$ cat src/sbsc_defs.vh
// Constants for the synchronous burst SRAM bus control front end
`ifndef SBSC_DEFS_VH
`define SBSC_DEFS_VH
`define SBSC_ADDR_W 21
`define SBSC_DATA_W 36
`define SBSC_LANES 4
`define SBSC_LANE_W 9
`define SBSC_BURST_W 2
`define SBSC_RST_ADDR 21'h000000
`define SBSC_RST_DATA 36'h000000000
`define SBSC_RST_BURST 2'h0
`define SBSC_RST_LANES 4'h0
`endif

$ cat src/sbsc_bus_control.v
// Bus control front end of a synchronous flow-through burst SRAM
`timescale 1ns/10ps
`default_nettype none
`include "sbsc_defs.vh"

module sbsc_bus_control (
    input wire core_clk,
    input wire rst_n,
    input wire chip_select_a_n,
    input wire chip_select_b,
    input wire chip_select_c_n,
    input wire processor_addr_strobe_n,
    input wire controller_addr_strobe_n,
    input wire burst_advance_n,
    input wire byte_write_enable_n,
    input wire [`SBSC_LANES-1:0] byte_lane_write_n,
    input wire global_write_n,
    input wire output_enable_n,
    input wire burst_mode_interleaved,
    input wire sleep_request,
    input wire sleep_request_driven,
    input wire [`SBSC_ADDR_W-1:0] addr_in,
    input wire [`SBSC_DATA_W-1:0] data_in,
    input wire [`SBSC_DATA_W-1:0] read_data,
    output wire [`SBSC_DATA_W-1:0] data_out,
    output wire data_oe,
    output reg [`SBSC_ADDR_W-1:0] mem_addr_reg,
    output reg [`SBSC_DATA_W-1:0] write_data_reg,
    output reg [`SBSC_LANES-1:0] lane_write_reg,
    output reg access_valid_reg,
    output reg access_write_reg,
    output reg sleep_active_reg
);

////////////////////////////////////////////////////////////////////////////////
// Input synchronisers: pins arrive from outside the clock domain
reg [1:0] ce_a_sync;
reg [1:0] ce_b_sync;
reg [1:0] ce_c_sync;
reg [1:0] processor_addr_strobe_n_sync;
reg [1:0] controller_addr_strobe_n_sync;
reg [1:0] adv_sync;
reg [1:0] bwe_sync;
reg [1:0] gw_sync;
reg [1:0] mode_sync;
reg [1:0] sleep_sync;
reg [1:0] drive_sync;
wire [`SBSC_LANES-1:0] lane_s2;
reg [`SBSC_ADDR_W-1:0] addr_s1;
reg [`SBSC_ADDR_W-1:0] addr_s2;
reg [`SBSC_DATA_W-1:0] din_s1;
reg [`SBSC_DATA_W-1:0] din_s2;

// Timing through the front end, counted in rising edges from a pin change:
//   edge 1 and 2: the two synchroniser stages take the new level
//   edge 3: the access registers act on it (load, advance or sleep)
// Every control pin except output enable, and the address and data buses share this depth,
// so a strobe always meets the address that was presented with it.
// The cost is two cycles of latency on every access; a master that
// needs the bare flow-through timing of the pins cannot use this block.
//
// The sleep level and the flag that says the sleep pin is driven are
// synchronised on their own and combined after the second stage, so a
// glitch of the combination never enters a synchroniser.
// Reset levels are the idle levels of the pins, so no strobe is seen as reset lifts.
always @(posedge core_clk or negedge rst_n)
begin
    if (!rst_n)
    begin
        ce_a_sync <= 2'h3;
        ce_b_sync <= 2'h0;
        ce_c_sync <= 2'h3;
        processor_addr_strobe_n_sync <= 2'h3;
        controller_addr_strobe_n_sync <= 2'h3;
        adv_sync <= 2'h3;
        bwe_sync <= 2'h3;
        gw_sync <= 2'h3;
        mode_sync <= 2'h0;
        sleep_sync <= 2'h0;
        drive_sync <= 2'h0;
        addr_s1 <= `SBSC_RST_ADDR;
        addr_s2 <= `SBSC_RST_ADDR;
        din_s1 <= `SBSC_RST_DATA;
        din_s2 <= `SBSC_RST_DATA;
    end
    else
    begin
        ce_a_sync <= {ce_a_sync[0], chip_select_a_n};
        ce_b_sync <= {ce_b_sync[0], chip_select_b};
        ce_c_sync <= {ce_c_sync[0], chip_select_c_n};
        processor_addr_strobe_n_sync <= {processor_addr_strobe_n_sync[0], processor_addr_strobe_n};
        controller_addr_strobe_n_sync <= {controller_addr_strobe_n_sync[0], controller_addr_strobe_n};
        adv_sync <= {adv_sync[0], burst_advance_n};
        bwe_sync <= {bwe_sync[0], byte_write_enable_n};
        gw_sync <= {gw_sync[0], global_write_n};
        mode_sync <= {mode_sync[0], burst_mode_interleaved};
        sleep_sync <= {sleep_sync[0], sleep_request};
        drive_sync <= {drive_sync[0], sleep_request_driven};
        addr_s1 <= addr_in;
        addr_s2 <= addr_s1;
        din_s1 <= data_in;
        din_s2 <= din_s1;
    end
end

// Per-lane write selects: one two-stage synchroniser for each byte lane,
// reset to the idle (no write) level so no lane writes straight after reset
genvar lane_idx;
generate
    for (lane_idx = 0; lane_idx < `SBSC_LANES; lane_idx = lane_idx + 1)
    begin : g_lane_sync
        reg [1:0] lane_sync_reg;

        always @(posedge core_clk or negedge rst_n)
        begin
            if (!rst_n)
                lane_sync_reg <= 2'h3;
            else
                lane_sync_reg <= {lane_sync_reg[0], byte_lane_write_n[lane_idx]};
        end

        assign lane_s2[lane_idx] = lane_sync_reg[1];
    end
endgenerate

////////////////////////////////////////////////////////////////////////////////
// Strobe decode and select decision
wire ce_a_n = ce_a_sync[1];
wire ce_b = ce_b_sync[1];
wire ce_c_n = ce_c_sync[1];
// Processor strobe needs the first select low at the same edge; the
// controller strobe stands back whenever the processor strobe is taken.
// With the first select high only the controller strobe can load, and
// that load then counts as a deselect.
wire processor_addr_strobe_n_hit = ~processor_addr_strobe_n_sync[1] & ~ce_a_n;
wire controller_addr_strobe_n_hit = ~controller_addr_strobe_n_sync[1] & ~processor_addr_strobe_n_hit;
wire addr_load = processor_addr_strobe_n_hit | controller_addr_strobe_n_hit;
// Selects count only at an address load; otherwise they are don't-care
wire sel_now = ~ce_a_n & ce_b & ~ce_c_n;
// Write class: global write forces all lanes, byte write uses lane selects
wire gw_act = ~gw_sync[1];
wire bwe_act = ~bwe_sync[1];
wire [`SBSC_LANES-1:0] lanes_now = gw_act ? 4'hF : (bwe_act ? ~lane_s2 : 4'h0);
// Processor strobe starts a read only; writes come on following cycles
wire is_write = ~processor_addr_strobe_n_hit & (gw_act | (|lanes_now));
wire advance = ~adv_sync[1];
// Undriven sleep pin reads as low, as an internal pull-down would give
wire sleeping = sleep_sync[1] & drive_sync[1];

////////////////////////////////////////////////////////////////////////////////
// Address, burst counter and access state
reg [`SBSC_ADDR_W-1:0] base_addr_reg;
reg [`SBSC_BURST_W-1:0] burst_cnt_reg;
reg [`SBSC_BURST_W-1:0] burst_cnt_next;
reg selected_reg;
reg desel_prev_reg;
reg first_read_reg;
reg [`SBSC_BURST_W-1:0] burst_offset;
reg [`SBSC_BURST_W-1:0] burst_offset_next;

// Interleaved order flips bits of the start offset; linear order adds
// and wraps within the group of four. Both the offset now and the one
// after an advance are formed here so the clocked block only selects.
always @*
begin
    burst_cnt_next = burst_cnt_reg + 2'h1;
    if (mode_sync[1])
    begin
        burst_offset = base_addr_reg[1:0] ^ burst_cnt_reg;
        burst_offset_next = base_addr_reg[1:0] ^ burst_cnt_next;
    end
    else
    begin
        burst_offset = base_addr_reg[1:0] + burst_cnt_reg;
        burst_offset_next = base_addr_reg[1:0] + burst_cnt_next;
    end
end

// Priority on each edge, highest first:
//   sleep: no access starts and the access outputs go idle
//   address load: selects are judged, address and counter are reloaded
//   burst continue: advance steps the counter while the device is selected
//   otherwise: deselected and idle
// Address and counter survive sleep untouched, so a burst cut by sleep
// carries on from where it stood once the pin falls again; the master
// must not rely on any access timing while the pin is high.
always @(posedge core_clk or negedge rst_n)
begin
    if (!rst_n)
    begin
        base_addr_reg <= `SBSC_RST_ADDR;
        burst_cnt_reg <= `SBSC_RST_BURST;
        selected_reg <= 1'b0;
        desel_prev_reg <= 1'b1;
        first_read_reg <= 1'b0;
        mem_addr_reg <= `SBSC_RST_ADDR;
        write_data_reg <= `SBSC_RST_DATA;
        lane_write_reg <= `SBSC_RST_LANES;
        access_valid_reg <= 1'b0;
        access_write_reg <= 1'b0;
        sleep_active_reg <= 1'b0;
    end
    else
    begin
        // Sleep gates new accesses and bursts in progress alike; stored contents are untouched
        sleep_active_reg <= sleeping;
        first_read_reg <= 1'b0;
        if (sleeping)
        begin
            access_valid_reg <= 1'b0;
            access_write_reg <= 1'b0;
            lane_write_reg <= `SBSC_RST_LANES;
        end
        else if (addr_load)
        begin
            // Selects are looked at on this edge and nowhere else
            selected_reg <= sel_now;
            base_addr_reg <= addr_s2;
            burst_cnt_reg <= `SBSC_RST_BURST;
            mem_addr_reg <= addr_s2;
            access_valid_reg <= sel_now;
            access_write_reg <= sel_now & is_write;
            // Lane selects only qualify writes; a read leaves every lane idle
            lane_write_reg <= (sel_now & is_write) ? lanes_now : `SBSC_RST_LANES;
            write_data_reg <= din_s2;
            first_read_reg <= sel_now & ~is_write & desel_prev_reg;
            desel_prev_reg <= ~sel_now;
        end
        else if (selected_reg)
        begin
            // Burst continue or write data phase; advance steps the counter
            if (advance)
            begin
                burst_cnt_reg <= burst_cnt_next;
                mem_addr_reg <= {base_addr_reg[`SBSC_ADDR_W-1:2], burst_offset_next};
            end
            else
            begin
                mem_addr_reg <= {base_addr_reg[`SBSC_ADDR_W-1:2], burst_offset};
            end
            access_valid_reg <= 1'b1;
            access_write_reg <= is_write;
            lane_write_reg <= is_write ? lanes_now : `SBSC_RST_LANES;
            write_data_reg <= din_s2;
        end
        else
        begin
            access_valid_reg <= 1'b0;
            access_write_reg <= 1'b0;
            lane_write_reg <= `SBSC_RST_LANES;
        end
    end
end

////////////////////////////////////////////////////////////////////////////////
// Output drive; enable is asynchronous so the pin is used directly here,
// never a synchroniser stage, trading metastability for the documented
// combinational path from output enable to the data pins
reg [`SBSC_DATA_W-1:0] dout_reg;

always @(posedge core_clk or negedge rst_n)
begin
    if (!rst_n)
        dout_reg <= `SBSC_RST_DATA;
    else
        dout_reg <= read_data;
end

assign data_out = dout_reg;

// A read phase drives only while selected, valid and not writing; the
// write data phase floats the pins whatever output enable says
wire read_phase = selected_reg & access_valid_reg & ~access_write_reg;

// The first clock of a read out of deselect keeps the pins floating
wire read_masked = first_read_reg;

// Output enable itself acts without waiting for a clock edge
assign data_oe = ~output_enable_n & read_phase & ~read_masked;

endmodule // sbsc_bus_control
`default_nettype wire

$ cat config.mk
export PLATFORM = sky130hd
export DESIGN_NAME = sbsc_bus_control
export DESIGN_NICKNAME = d
export VERILOG_FILES = /design/src/sbsc_bus_control.v
export VERILOG_INCLUDE_DIRS = /design/src
export SDC_FILE = /design/constraint.sdc
export NUM_CORES = 1
export LEC_CHECK = 0
export BUFFER_PORTS_ARGS = -buffer_cell sky130_fd_sc_hd__buf_2
export CAP_MARGIN = 20
export CORE_MARGIN = 2
export CORE_UTILIZATION = 49
export CTS_BUF_LIST = sky130_fd_sc_hd__clkbuf_4
export DETAILED_ROUTE_END_ITERATION = 16
export GPL_ROUTABILITY_DRIVEN = 0
export PLACE_DENSITY = 0.85
export SYNTH_ARGS = -nofsm -noshare
export SYNTH_HDL_FRONTEND = slang
export SYNTH_SLANG_ARGS = --single-unit
export TNS_END_PERCENT = 1
$ cat constraint.sdc
create_clock -name core_clk -period 1.6 [get_ports core_clk]
set_clock_uncertainty 0.15 [all_clocks]
set_input_delay 0.24 -clock core_clk [delete_from_list [all_inputs] [get_ports core_clk]]
set_output_delay 0.24 -clock core_clk [all_outputs]
set_load 0.02 [all_outputs]
==> reports/results.tsv <==
metric	value	unit
insertion delay to the later sink of the worst-skew pair	0.67	ns
drt initial violations	235	
post-synth cell types	31	
leading area contributor after synthesis	dfrtp_1	
Core Rows	47	
Syn Nets	565	
Final Cell Area	12300	µm²
number of H-tree levels	3	
top cell type's share of synthesized area	74.9	%
Synth Area in Compound Gates	2.62	%
Area growth, synth to finish	49.2	%
Fmax	0.534	GHz
clock slew at reported path FFs	0.08	ns
Initial DRT Pass Iterations	6	
Chip Width	134	µm
number of flops mapped to enable cells by yosys	0	
Simple-Gate Fraction of Synth Area	2.64	%
number of global-route vias before repair	6448	
PortBufs	211	
Initial Util	49.9	%
fin crit share	117	%
DIE AREA	17900	µm²
largest net degree at the start of global routing	51	
Cells after Synth	452	
top area cells in the synthesized netlist	dfrtp_1 75%, mux2_2 7.9%, dfstp_2 7.3%, mux2i_1 2.4%, o21ai_0 1.5%	
core area	16500	µm²
crit-path max FO	3	
layout cells sized above 1	47.4	%
worst hold margin	0.0629	ns
Pwr Total	15800	µW
Data arrival, critical path	1.48	ns
ANT nets after route	0	
fill count	932	
TritonCTS clock tree	built	
total grt overflow	0	
flip-flop and latch area	6790	µm²
DRC Markers	0	
multiplexer share of the synthesized area	10.3	%
final slew viol count	0	
RSZ-0062 raised after global routing	yes	
Startpoint Class	register	
PnR worst setup slack	-0.271	ns
Mapped Avg Cell Area	18.3	µm²
Worst Hold Class	input port to register	
top-level I/O count	212	
CP Data Required Time	1.21	ns
pwr dens	1280	nW/µm²
commonest non-fill, non-tap cells in the layout	247 x dfrtp_1, 170 x buf_2, 131 x dlygate4sd3_1	
initial antenna violation count	1	
setup tns final	-4.04	ns
synth warn	0	
pre-CTS worst setup slack	-0.0892	ns
Seq/Total Area, Yosys	82.2	%
status	complete, but fails checks	
Rel. slew slack	71.7	%
kind of end point of the critical path	output port	
CTS sink count	270	
Lkg Pwr	0.00591	µW
area of the multi-input gates	1390	µm²
setup violators final	76	
Adder-Cell Fraction of Synth Area	0.303	%
WL final	23000	µm
Worst IR Drop VDD	0.973	mV
most common cell after layout, fill and taps aside	dfrtp_1	
largest family of logic cells by synthesized area	multiplexers	
drt via density	4.86	
fin crit period	1.87	ns
nets	991	
Async SR Flop Fraction	100	%
DP Wirelength	11500	µm
clk root buf	clkbuf_4	
worst slew pin tran	0.425	ns
first-pass GRT wire length	34200	µm
Num CTS Buffers	67	
area post-placement	9820	µm²
wire length per cell	20.0	µm
Max clock buf depth	3	
synthesized area	8250	µm²
flops & latches, synth	270	
Synth Area in XOR/XNOR	0.591	%
worst setup path class	register to output port	
height of the chip	134	µm
failing checks	setup timing	
GRT Util Overall	25.4	%
Final Hold Fails	0	
Main synth FF type	dfrtp_1	
Vias	5584	
number of max-cap violations	0	
-- final timing paths --
kind                                       to         start  cells after the start  slack, ns
min in group asynchronous           din_s1[8]         rst_n                      3       0.52
hold / removal                    data_out[4]  read_data[4]                      2       0.06
setup / recovery                      data_oe  selected_reg                      4      -0.27
hold reg to reg                   addr_s2[19]   addr_s1[19]                      0       0.18
max in group asynchronous   base_addr_reg[17]         rst_n                      4       0.10
setup reg to reg           write_data_reg[14]  ce_a_sync[1]                      4      -0.14
-- cells in the mapped netlist, types with 4 or more instances --
cell and n:
o21ai_0 25, buf_4 6, mux2i_1 20, mux2_2 58, dfstp_2 23, inv_1 4, nand2_1 25, and2_1 4
dfrtp_1 247, a21oi_1 4
-- repair_timing --
action	in CTS	in global routing
hold buffers	131	0
setup endpoints to repair	160	174
hold endpoints to repair	378	0
gates resized for setup	46	53
pin swaps	1	2
buffers inserted	1	0
-- layer usage --
metal | vias up | share of wire, % | GRT usage, %
met5 | - | 0 | 0
li1 | 2408 | - | -
met3 | 76 | 6.1 | 7.48
met2 | 259 | 54 | 45.4
met1 | 2841 | 35 | 27.5
met4 | 0 | 5.0 | 12.8
-- report_power, final --
group          total [µW]  internal [µW]  switching [µW]  leakage (µW)
clock                5920           2970            2950      0.000516
sequential           7710           7400             309       0.00315
combinational        2160           1060            1100       0.00224
total               15800          11400            4350       0.00591
-- kinds of logic (layout without fill, tap and decap cells) --
kind of cell               Yosys count  after routing
xor gates and xnor gates             4              4
adders and majority gates            2              2
other                                0              1
DFF                                270            270
buffers and inverters               17            494
muxes                               78             78
AOI/OAI and AO/OA                   36             36
and+or+nand+nor                     45             45
-- area by class of cell --
cell class,instances,area share (%)
antenna,1,0.0203
clock buffer,102,6.22
tap,220,2.24
inverter,4,0.122
clock inverter,18,0.844
sequential,270,55.1
multi-input combinational,165,11.3
timing repair buffer,370,24.2
-- critical path: stages, from the launching register on --
cell	delay, ns
dfrtp_1	0.36
buf_6	0.11
nand2_1	0.06
nor4_2	0.13
buf_4	0.18
-- stage by stage --
stage	utilization, %	cells
after floorplan	-	452
after global placement	59.4	897
after detailed placement	59.4	897
after CTS	73.6	1149
after global routing	74.5	1150
final	74.5	1150
Note: power is estimated with default switching activity, not from simulation.
